**src/inc/isw_pkg.sv**
```systemverilog
//------------------------------------------------------------
//------------------------------------------------------------
package isw_pkg;

  // register indices, byte address is four times index
  localparam logic [5:0] IDX_PRIMARY = 6'h00;
  localparam logic [5:0] IDX_FIRST_CTRL = 6'h02;
  localparam logic [5:0] IDX_STATUS = 6'h03;
  localparam logic [5:0] IDX_DATA = 6'h04;
  localparam logic [5:0] IDX_OPTION = 6'h05;
  localparam logic [5:0] IDX_SECOND = 6'h06;
  localparam logic [5:0] IDX_RANGE = 6'h07;

  // first_control fields
  localparam int FC_DMA_EN = 0;
  localparam int FC_WAKE_EN = 1;
  localparam int FC_TX_MODE = 4;

  // option fields
  localparam int OP_FAST_ACK = 0;
  localparam int OP_GENERAL_CALL = 1;
  localparam int OP_SECOND_ADDR = 2;
  localparam int OP_ALERT_RESP = 3;
  localparam int OP_RANGE_MATCH = 4;

  // bus_status fields
  localparam int ST_BYTE_DONE = 7;
  localparam int ST_SLAVE_HIT = 6;
  localparam int ST_BUSY = 5;
  localparam int ST_ARB_LOST = 4;
  localparam int ST_RANGE_HIT = 3;
  localparam int ST_SLAVE_DIR = 2;

  localparam logic [7:0] RST_BYTE = 8'h00;
  localparam logic [6:0] RST_ADDR = 7'h00;
  localparam logic [6:0] GENERAL_CALL_ADDR = 7'h00;
  localparam logic [6:0] ALERT_RESP_ADDR = 7'h0c;

  typedef struct packed {
    logic [7:0]  first_control;
    logic [7:0]  option;
    logic [6:0]  primary;
    logic [6:0]  second;
    logic [6:0]  range_a;
    logic [7:0]  tx_data;
    logic [7:0]  rx_data;
    logic        byte_done_flag;
    logic        slave_hit_flag;
    logic        bus_busy;
    logic        arb_lost_flag;
    logic        range_hit_flag;
    logic        slave_dir_flag;
    logic        dma_req;
    logic        wake;
    logic [31:0] rdata;
  } isw_state_s;

  typedef struct packed {
    logic [1:0] scl_sync;
    logic [1:0] sda_sync;
    logic       scl_last;
    logic       sda_last;
    logic       start_det;
    logic       stop_det;
  } isw_edge_s;

endpackage

```
**src/hw/isw_cond_detect.sv**
```systemverilog
`timescale 1ns/1ps
module isw_cond_detect
  import isw_pkg::*;
(
  input  wire logic clock_i,
  input  wire logic nrst_i,
  input  wire logic scl_i,
  input  wire logic sda_i,
  output logic      start_o,
  output logic      stop_o
);

  isw_edge_s st;
  isw_edge_s next_st;

  //------------------------------------------------------------
  // pin sampling and condition detect
  //------------------------------------------------------------
  // only the second sync stage feeds the edge logic
  always_comb begin
    next_st = st;
    next_st.scl_sync = {st.scl_sync[0], scl_i};
    next_st.sda_sync = {st.sda_sync[0], sda_i};
    next_st.scl_last = st.scl_sync[1];
    next_st.sda_last = st.sda_sync[1];
    // sda moving while scl stays high marks start or stop
    next_st.start_det = st.scl_sync[1] & st.scl_last & st.sda_last & ~st.sda_sync[1];
    next_st.stop_det = st.scl_sync[1] & st.scl_last & ~st.sda_last & st.sda_sync[1];
  end

  always_ff @(posedge clock_i) begin
    if (!nrst_i) begin
      st <= '{scl_sync: 2'h3, sda_sync: 2'h3, scl_last: 1'b1, sda_last: 1'b1,
              start_det: 1'b0, stop_det: 1'b0};
    end else begin
      st <= next_st;
    end
  end

  assign start_o = st.start_det;
  assign stop_o = st.stop_det;
endmodule

```
**src/hw/isw_status_wake.sv**
```systemverilog
`timescale 1ns/1ps
module isw_status_wake
  import isw_pkg::*;
(
  input  wire logic        clock_i,
  input  wire logic        nrst_i,
  input  wire logic        psel_i,
  input  wire logic        penable_i,
  input  wire logic        pwrite_i,
  input  wire logic [7:0]  paddr_i,
  input  wire logic [31:0] pwdata_i,
  output logic [31:0]      prdata_o,
  output logic             pready_o,
  output logic             pslverr_o,
  input  wire logic        scl_i,
  input  wire logic        sda_i,
  input  wire logic        low_power_i,
  input  wire logic        addr_valid_i,
  input  wire logic [7:0]  addr_byte_i,
  input  wire logic        byte_start_i,
  input  wire logic        byte_done_i,
  input  wire logic        byte_is_addr_i,
  input  wire logic        arb_lost_i,
  input  wire logic [7:0]  rx_data_i,
  output logic             dma_req_o,
  output logic             wake_o,
  output logic             slave_hit_o,
  output logic             bus_busy_o,
  output logic             tx_mode_o,
  output logic [7:0]       tx_data_o
);

  isw_state_s st;
  isw_state_s next_st;

  logic       start_det;
  logic       stop_det;
  logic [5:0] idx;
  logic       acc;
  logic       wr;
  logic       rd;
  logic       ctl_wr;
  logic       tx;
  logic       prim_match;
  logic       gc_match;
  logic       any_match;
  logic       range_match;
  logic       hit;
  logic       tcf_clr_sw;
  logic       dma_evt;

  isw_cond_detect u_cond (
    .clock_i (clock_i),
    .nrst_i  (nrst_i),
    .scl_i   (scl_i),
    .sda_i   (sda_i),
    .start_o (start_det),
    .stop_o  (stop_det)
  );

  //------------------------------------------------------------
  // helpers
  //------------------------------------------------------------
  function automatic logic reg_mapped(input logic [5:0] i);
    case (i)
      IDX_PRIMARY, IDX_FIRST_CTRL, IDX_STATUS, IDX_DATA,
      IDX_OPTION, IDX_SECOND, IDX_RANGE: reg_mapped = 1'b1;
      default: reg_mapped = 1'b0;
    endcase
  endfunction

  // inclusive window, either bound may be the lower one
  function automatic logic in_range(input logic [6:0] a, input logic [6:0] b, input logic [6:0] c);
    if (b <= c) begin
      in_range = (a >= b) && (a <= c);
    end else begin
      in_range = (a >= c) && (a <= b);
    end
  endfunction

  function automatic logic [7:0] status_byte(input isw_state_s s);
    status_byte = {s.byte_done_flag, s.slave_hit_flag, s.bus_busy, s.arb_lost_flag,
                   s.range_hit_flag, s.slave_dir_flag, 2'b00};
  endfunction

  //------------------------------------------------------------
  // bus decode
  //------------------------------------------------------------
  assign idx = paddr_i[7:2];
  assign acc = psel_i & penable_i;
  assign wr = acc & pwrite_i;
  assign rd = acc & ~pwrite_i;
  assign ctl_wr = wr & (idx == IDX_FIRST_CTRL);
  assign tx = st.first_control[FC_TX_MODE];

  //------------------------------------------------------------
  // address matching
  //------------------------------------------------------------
  assign prim_match = addr_byte_i[7:1] == st.primary;
  assign gc_match = st.option[OP_GENERAL_CALL] & (addr_byte_i[7:1] == GENERAL_CALL_ADDR);
  // a zero range register never matches on its own
  assign range_match = ((st.range_a != RST_ADDR) && (addr_byte_i[7:1] == st.range_a))
                     | (st.option[OP_RANGE_MATCH] & in_range(addr_byte_i[7:1], st.primary, st.range_a));
  assign any_match = prim_match | gc_match | range_match
                   | (st.option[OP_SECOND_ADDR] & (addr_byte_i[7:1] == st.second))
                   | (st.option[OP_ALERT_RESP] & (addr_byte_i[7:1] == ALERT_RESP_ADDR));
  assign hit = addr_valid_i & any_match;

  assign tcf_clr_sw = (acc & (idx == IDX_DATA) & ((~pwrite_i & ~tx) | (pwrite_i & tx)));

  // fast ack only keeps the transmit side as a trigger
  always_comb begin
    if (st.option[OP_FAST_ACK]) begin
      dma_evt = byte_done_i & tx;
    end else begin
      dma_evt = (byte_done_i & (tx | ~byte_is_addr_i))
              | (addr_valid_i & (prim_match | gc_match));
    end
  end

  //------------------------------------------------------------
  // next state
  //------------------------------------------------------------
  always_comb begin
    next_st = st;
    if (psel_i & ~penable_i) begin
      case (idx)
        IDX_PRIMARY:    next_st.rdata = {24'h000000, st.primary, 1'b0};
        IDX_FIRST_CTRL: next_st.rdata = {24'h000000, st.first_control};
        IDX_STATUS:     next_st.rdata = {24'h000000, status_byte(st)};
        IDX_DATA:       next_st.rdata = {24'h000000, st.rx_data};
        IDX_OPTION:     next_st.rdata = {24'h000000, st.option};
        IDX_SECOND:     next_st.rdata = {24'h000000, st.second, 1'b0};
        IDX_RANGE:      next_st.rdata = {24'h000000, st.range_a, 1'b0};
        default:        next_st.rdata = 32'h00000000;
      endcase
    end
    if (wr) begin
      case (idx)
        IDX_PRIMARY:    next_st.primary = pwdata_i[7:1];
        IDX_FIRST_CTRL: next_st.first_control = pwdata_i[7:0];
        IDX_DATA:       next_st.tx_data = pwdata_i[7:0];
        IDX_OPTION:     next_st.option = pwdata_i[7:0];
        IDX_SECOND:     next_st.second = pwdata_i[7:1];
        IDX_RANGE:      next_st.range_a = pwdata_i[7:1];
        default:        next_st.rdata = st.rdata; // status flags take no plain write
      endcase
    end
    if (byte_done_i & ~tx & ~byte_is_addr_i) begin
      next_st.rx_data = rx_data_i;
    end
    // set wins over every clear
    next_st.byte_done_flag = byte_done_i | hit
                           | (st.byte_done_flag & ~byte_start_i & ~tcf_clr_sw);
    // addr_valid arrives ahead of the ack slot
    next_st.slave_hit_flag = hit | (st.slave_hit_flag & ~ctl_wr);
    next_st.range_hit_flag = (addr_valid_i & range_match) | (st.range_hit_flag & ~ctl_wr);
    if (hit) begin
      next_st.slave_dir_flag = addr_byte_i[0];
    end
    if (start_det) begin
      next_st.bus_busy = 1'b1;
    end else if (stop_det) begin
      next_st.bus_busy = 1'b0;
    end
    next_st.arb_lost_flag = arb_lost_i
                          | (st.arb_lost_flag & ~(wr & (idx == IDX_STATUS) & pwdata_i[ST_ARB_LOST]));
    // request holds until software services the data register or clears the dma enable bit
    if (!st.first_control[FC_DMA_EN]) begin
      next_st.dma_req = 1'b0;
    end else begin
      next_st.dma_req = dma_evt | (st.dma_req & ~tcf_clr_sw);
    end
    // limitation: wake holds only while the low power request stays up
    next_st.wake = (hit & low_power_i & st.first_control[FC_WAKE_EN])
                 | (st.wake & low_power_i);
  end

  //------------------------------------------------------------
  // registers
  //------------------------------------------------------------
  always_ff @(posedge clock_i) begin
    if (!nrst_i) begin
      st <= '{first_control: RST_BYTE, option: RST_BYTE, primary: RST_ADDR, second: RST_ADDR,
              range_a: RST_ADDR, tx_data: RST_BYTE, rx_data: RST_BYTE, byte_done_flag: 1'b0,
              slave_hit_flag: 1'b0, bus_busy: 1'b0, arb_lost_flag: 1'b0, range_hit_flag: 1'b0,
              slave_dir_flag: 1'b0, dma_req: 1'b0, wake: 1'b0, rdata: 32'h00000000};
    end else begin
      st <= next_st;
    end
  end

  //------------------------------------------------------------
  // outputs
  //------------------------------------------------------------
  // read data is captured in setup so the access phase needs no wait
  assign prdata_o = st.rdata;
  assign pready_o = 1'b1;
  assign pslverr_o = acc & (~reg_mapped(idx) | (paddr_i[1:0] != 2'b00));
  assign dma_req_o = st.dma_req;
  assign wake_o = st.wake;
  assign slave_hit_o = st.slave_hit_flag;
  assign bus_busy_o = st.bus_busy;
  assign tx_mode_o = tx;
  assign tx_data_o = st.tx_data;
endmodule

```
**config.mk**
```make
export PLATFORM = sky130hd
export DESIGN_NAME = isw_status_wake
export DESIGN_NICKNAME = d
export VERILOG_FILES = /design/src/inc/isw_pkg.sv /design/src/hw/isw_cond_detect.sv /design/src/hw/isw_status_wake.sv
export SDC_FILE = /design/constraint.sdc
export NUM_CORES = 1
export LEC_CHECK = 0
export BUFFER_PORTS_ARGS = -buffer_cell sky130_fd_sc_hd__buf_2
export CORE_MARGIN = 2
export CORE_UTILIZATION = 40
export CTS_CLUSTER_SIZE = 25
export DETAILED_ROUTE_END_ITERATION = 6
export GPL_ROUTABILITY_DRIVEN = 0
export PLACE_DENSITY = 0.76
export SYNTH_ARGS = -nofsm -noshare
export SYNTH_HDL_FRONTEND = slang
export SYNTH_SLANG_ARGS = --single-unit
```
**constraint.sdc**
```tcl
create_clock -name clock_i -period 1.7 [get_ports clock_i]
set_input_delay 0.255 -clock clock_i [delete_from_list [all_inputs] [get_ports clock_i]]
set_output_delay 0.255 -clock clock_i [all_outputs]
set_load 0.02 [all_outputs]
```
Word level (Yosys, flattened, before mapping)
Index checks and enable logic that the tools add are counted.
{ "totals": {"ff_bits": 101, "inputBits": 69, "out_inout_bits": 47, "wordCells": 127} }
{ "op_classes": {"n_lt_le_gt_ge": 5, "eq_ne": 11, "n_mux": 9, "n_bitwise": 63, "n_reduce_logical": 17} }
{ "op_table": {"columns": ["operator", "count"], "rows": [
  ["two-way mux 32 bit", 3],
  ["one-hot mux 8 bit (7 select lines)", 1],
  ["AND 1 bit", 36],
  ["equality test 6 x 3 -> 1 bit (second input constant)", 4],
  ["equality test 7 bit", 3],
  ["less-or-equal comparator 7 bit", 3],
  ["OR 1 bit", 16],
  [">= comparator 7 bit", 2],
  ["AND reduction 2 bit", 7],
  ["equality test 6 x 2 -> 1 bit (second input constant)", 2],
  ["inverter 1 bit", 11],
  ["equality test 7 x 4 -> 1 bit (second input constant)", 1],
  ["logical NOT 7 bit", 1],
  ["nonzero test 7 bit", 1],
  ["OR reduction 7 bit", 1],
  ["logical NOT 6 bit", 1],
  ["OR reduction 6 bit", 1],
  ["two-way mux 1 bit", 5],
  ["nonzero test 2 bit", 2],
  ["logical AND 1 bit", 3],
  ["inequality test 2 bit (second input constant)", 1]
]} }

Logic depth before layout (Yosys ltp)
{ "depth": {"depth_word": 12, "mapped_depth": 8, "ltp_nobuf": 8} }

Hierarchy
A second synthesis with hierarchy kept.
{ "hier_totals": {"cells_unflattened": 489, "hier_area_um2": 4106.4} }
{ "by_module_without_submodules": {"columns": ["mod", "instances", "cells_each", "area_each_um2", "seq_area_each_um2"], "rows": [
  ["isw_status_wake", 1, 470, 3875.0, 1381.3],
  ["isw_cond_detect", 1, 19, 231.5, 160.2]
]} }

Least setup slack after synthesis
Ideal clock, no wire load.
{ "synth_timing": {"path_kind": "register -> register", "from": "register st[74] in the netlist's numbering", "to": "register st[34] in the netlist's numbering", "setup_ns": 0.072, "t_arrival_ns": 1.805, "required_ns": 1.628, "setup_slack_ns": -0.177, "path_stages_with_launch": 9, "path_buffers": 0, "period_less_slack_ns": 1.877, "path_cell_list": "dfxtp_1 > inv_1 > ha_1 > a211o_1 > a21oi_1 > and3b_1 > mux2i_1 > a41oi_1 > mux2i_1"} }
{ "synth_via": {"elab_chain_cells": 9, "word_cells_on_any_way": 14, "classes_between": "order compare (3); eq/ne (1); mux (1); bitwise (7); reduce/logical (2)"} }
{ "synth_lines": {"columns": ["item", "line", "rtl"], "rows": [
  ["from (decl)", "isw_status_wake.sv:33", "isw_state_s st;"],
  ["from (signal assigned)", "isw_status_wake.sv:184", "st <= '{first_control: RST_BYTE, option: RST_BYTE, primary: RST_ADDR, second: RST_ADDR,"],
  ["from (signal assigned)", "isw_status_wake.sv:189", "st <= next_st;"],
  ["less-or-equal comparator 7 bit or >= comparator 7 bit (tied branches)", "isw_status_wake.sv:77, isw_status_wake.sv:75", null],
  ["logical AND 1 bit, on equally long branches", "isw_status_wake.sv:77, isw_status_wake.sv:75", null],
  ["two-way mux 1 bit", "isw_status_wake.sv:74", "if (b <= c) begin"],
  ["AND 1 bit", "isw_status_wake.sv:103", "| (st.option[OP_RANGE_MATCH] & in_range(addr_byte_i[7:1], st.primary, st.range_a));"],
  ["OR 1 bit", "isw_status_wake.sv:103", null],
  ["OR 1 bit (*)", "isw_status_wake.sv:104", "assign any_match = prim_match | gc_match | range_match"],
  ["OR 1 bit (*)", "isw_status_wake.sv:105", "| (st.option[OP_SECOND_ADDR] & (addr_byte_i[7:1] == st.second))"],
  ["OR 1 bit (*)", "isw_status_wake.sv:106", "| (st.option[OP_ALERT_RESP] & (addr_byte_i[7:1] == ALERT_RESP_ADDR));"],
  ["AND 1 bit (*)", "isw_status_wake.sv:107", "assign hit = addr_valid_i & any_match;"]
]} }
Mark *: on every way between the ends. The rest lies on a longest branch, timed or not.
A chain may end at the register's enable or synchronous reset.

Worst setup path after layout
{ "layout_timing": {"from": "register st[59] in the netlist's numbering", "to": "register st[34] in the netlist's numbering"} }
{ "layout_via": {"elab_chain_cells": 9, "word_cells_on_any_way": 15, "classes_between": "order compare (3); eq/ne (1); mux (1); bitwise (6); reduce/logical (4)"} }
{ "layout_lines": {"columns": ["item", "line"], "rows": [
  [">= comparator 7 bit or less-or-equal comparator 7 bit (tied branches)", "isw_status_wake.sv:77, isw_status_wake.sv:75"],
  ["logical AND 1 bit, on equally long branches", "isw_status_wake.sv:77, isw_status_wake.sv:75"],
  ["two-way mux 1 bit", "isw_status_wake.sv:74"],
  ["AND 1 bit", "isw_status_wake.sv:103"],
  ["OR 1 bit (*)", "isw_status_wake.sv:103"],
  ["OR 1 bit (*)", "isw_status_wake.sv:104"],
  ["OR 1 bit (*)", "isw_status_wake.sv:105"],
  ["OR 1 bit (*)", "isw_status_wake.sv:106"],
  ["AND 1 bit (*)", "isw_status_wake.sv:107"]
]} }
Marked as above.

==> flow_metrics.py <==
metrics = {
    "run_status": {
        "status": "finished with violations",
        "violations": "negative setup slack",
    },
    "power": {
        "p_int_mw": 2.87,
        "powerDensity_nw_per_um2": 711,
        "p_comb_frac": 0.121,
        "leakage_nw": 2.35,
        "p_clk_frac": 0.398,
        "switchingPower_uw": 981,
        "ir_worst_vdd_uv": 469,
        "seqPwrFrac": 0.480,
        "p_sw_frac": 0.255,
    },
    "grt": {
        "grt_max_degree": 51,
        "grt_pass1_vias": 3521,
        "antenna_found_initial": 0,
        "grt-ovfl-total": 0,
        "grt_pass1_wl_um": 17100,
        "globalRouteTotalUtil": 0.190,
    },
    "drt": {
        "wl_per_cell_um": 16.1,
        "dr_total_vias": 3492,
        "via_per_inst": 5.14,
        "drc": 0,
        "drt_iter0_drc": 224,
        "dr.pass1.iters": 5,
        "ant_nets": 0,
        "drt-total-wl_um": 10900,
    },
    "cells_and_area": {
        "multi_input_area_um2": 2620,
        "stdcell_area_um2": 5410,
        "drive_gt1_frac": 0.357,
        "final_util": 0.505,
        "regArea_um2": 1560,
        "fillers": 957,
        "final_cells": 680,
        "nNetsFinal": 625,
        "diodes": 0,
        "syn_to_final_growth_pct": 24.5,
        "final_common_cell": "dfxtp_1",
        "layout_common_cells": "dfxtp_1, buf_2, nor2b_1",
    },
    "yosys": {
        "ys.flop_type": "dfxtp_1",
        "synth_edf_count": 0,
        "synth_area_leader_cell": "dfxtp_1",
        "synthCells": 442,
        "ys_seq_elements": 77,
        "ys_seq_area_frac": 0.355,
        "synth_area_per_cell_um2": 9.82,
        "synth_area_leaders": "dfxtp_1, mux2i_1, nor2b_1",
        "async_flop_share": 0,
        "synthAdderAreaFrac": 0.0605,
        "synth_top_family_by_area": "simple AND/OR/NAND/NOR gates",
        "synth_simple_gate_area_frac": 0.194,
        "synth_warnings": 0,
        "yosys-mux-area-fraction": 0.165,
        "synthXorXnorAreaFrac": 0.0161,
        "synth_cell_types": 53,
        "yosysTopAreaCellShare": 0.355,
        "synth_compound_area_frac": 0.0963,
        "syn_area_um2": 4340,
    },
    "setup_path": {
        "crit_path_end_kind": "flip-flop",
        "worst-setup-path-type": "reg2reg",
        "arrival_ns": 2.27,
        "reg2reg_depth": 8,
        "path_max_fanout": 3,
        "cp.required_ns": 1.99,
        "cp-start-kind": "flip-flop",
    },
    "placement": {
        "hpwlAfterDp_um": 8560,
        "port_buffers": 66,
        "dpl_cell_area_um2": 5010,
        "post-place-cells": 662,
    },
    "timing": {
        "min_period_over_period": 1.17,
        "slew_violations": 0,
        "finalHoldViolations": 0,
        "rsz0062_at_grt": "true",
        "setup_ws_ns": -0.284,
        "max_freq_mhz": 504,
        "finClkSkew_ns": 0.00776,
        "period_minus_slack_ns": 1.98,
        "setup_viol": 6,
    },
    "clocking": {
        "cts_root_buffer": "clkbuf_8",
        "clock_latency_ns": 0.35,
        "ctsHoldBuffers": 0,
        "path_clk_slew_ns": 0.08,
        "cts_max_path_buffers": 2,
        "cts.sinks": 77,
        "cts_buffers": 9,
        "htree_num_levels": 3,
        "tritoncts": "done",
    },
    "floorplan": {
        "dieWidth_um": 108,
        "boundaryPins": 116,
        "rows": 38,
        "start_util": 0.406,
        "core_area_um2": 10700,
        "dieArea_um2": 11700,
        "die_y_um": 108,
    },
    "hold_path": {
        "whs_path_depth": 2,
        "hold_path_class": "in2reg",
    },
    "run": {
        "cap_violations": 0,
    },
}
==> cell usage after synthesis, types with 8 or more instances <==
cell,number
dfxtp_1,77
nand2_1,25
nand2b_1,8
clkbuf_1,11
nand3_1,9
buf_4,41
inv_1,16
ha_1,21
mux2i_1,56
a21oi_1,12
o21ai_0,11
nor2b_1,55
o211a_1,8
==> worst max-delay path: stages (launching register included) <==
cell     delay [ns]
dfxtp_4        0.37
inv_4          0.05
ha_4           0.25
nand4_1        0.19
a21o_1         0.23
a21oi_1        0.20
mux2i_2        0.13
a41oi_2        0.28
mux2i_1        0.21
==> worst paths after layout <==
kind           startpoint                end  slack (ns)
max                st[59]             st[34]       -0.28
min                 scl_i  u_cond.next_st[7]        0.08
max reg2reg        st[59]             st[34]       -0.28
min reg2reg  u_cond.st[2]      u_cond.stop_o        0.42
==> per-stage QoR <==
| stage | power (mW) | TNS [ns] | hold WS [ns] | setup WS [ns] |
|---|---|---|---|---|
| 2_1_floorplan | 2.21 | -0.0825 | 0.356 | -0.0481 |
| 3_3_place_gp | 2.33 | -2.06 | 0.391 | -0.343 |
| 3_5_place_dp | 2.34 | -2.56 | 0.401 | -0.354 |
| 4_1_cts | 3.88 | -1.23 | 0.0663 | -0.239 |
| 5_1_grt | 4.00 | -1.93 | 0.0800 | -0.381 |
| 6_report | 3.85 | -1.33 | 0.0801 | -0.284 |
==> logic make-up (layout without fill, tap and decap cells) <==
family | count (synthesis) | after routing
flip-flops | 77 | 77
XOR/XNOR | 8 | 8
buffers and inverters | 75 | 150
AND/OR/NAND/NOR | 138 | 138
multiplexers | 63 | 63
other | 2 | 25
AO/OA/AOI/OAI | 58 | 58
adder cells (fa/ha/maj) | 21 | 21
==> sequential cells by signal, indices dropped and copies added, names as in the netlist <==
name            count
dma_req_o           1
u_cond.stop_o       1
u_cond.next_st      4
bus_busy_o          1
wake_o              1
st                 48
slave_hit_o         1
tx_data_o           8
u_cond.st           2
prdata_o            8
u_cond.start_o      1
tx_mode_o           1
==> power groups by stage <==
| stage | registers [mW] | logic [mW] | clock network, mW |
|---|---|---|---|
| 2_1_floorplan | 1.89 | 0.326 | 0 |
| 3_3_place_gp | 1.89 | 0.433 | 0 |
| 5_1_grt | 1.85 | 0.507 | 1.65 |
| 3_5_place_dp | 1.90 | 0.448 | 0 |
| 6_report | 1.85 | 0.467 | 1.53 |
| 4_1_cts | 1.85 | 0.460 | 1.57 |
==> per-layer routing <==
layer / global-route usage / wire [µm] / vias to the layer above
li1: - / - / 1676
met1: 0.227 / 4510 / 1657
met2: 0.321 / 5370 / 125
met3: 0.0404 / 639 / 34
met4: 0.0989 / 416 / 0
met5: 0 / 0 / -
==> cell type report <==
class / instances / area share
clock buffer: 9 / 0.0229
clock inverter: 7 / 0.0183
inverter: 16 / 0.0125
multi-input combinational: 313 / 0.484
sequential: 77 / 0.289
tap: 140 / 0.0324
timing repair buffer: 118 / 0.141
==> repair_timing <==
action,CTS,global route
resized for setup,21,13
pin swaps,10,7
setup buffers,2,0
setup endpoints to repair,6,8
gates cloned,0,0
Note: power is estimated with default switching activity, not from simulation.
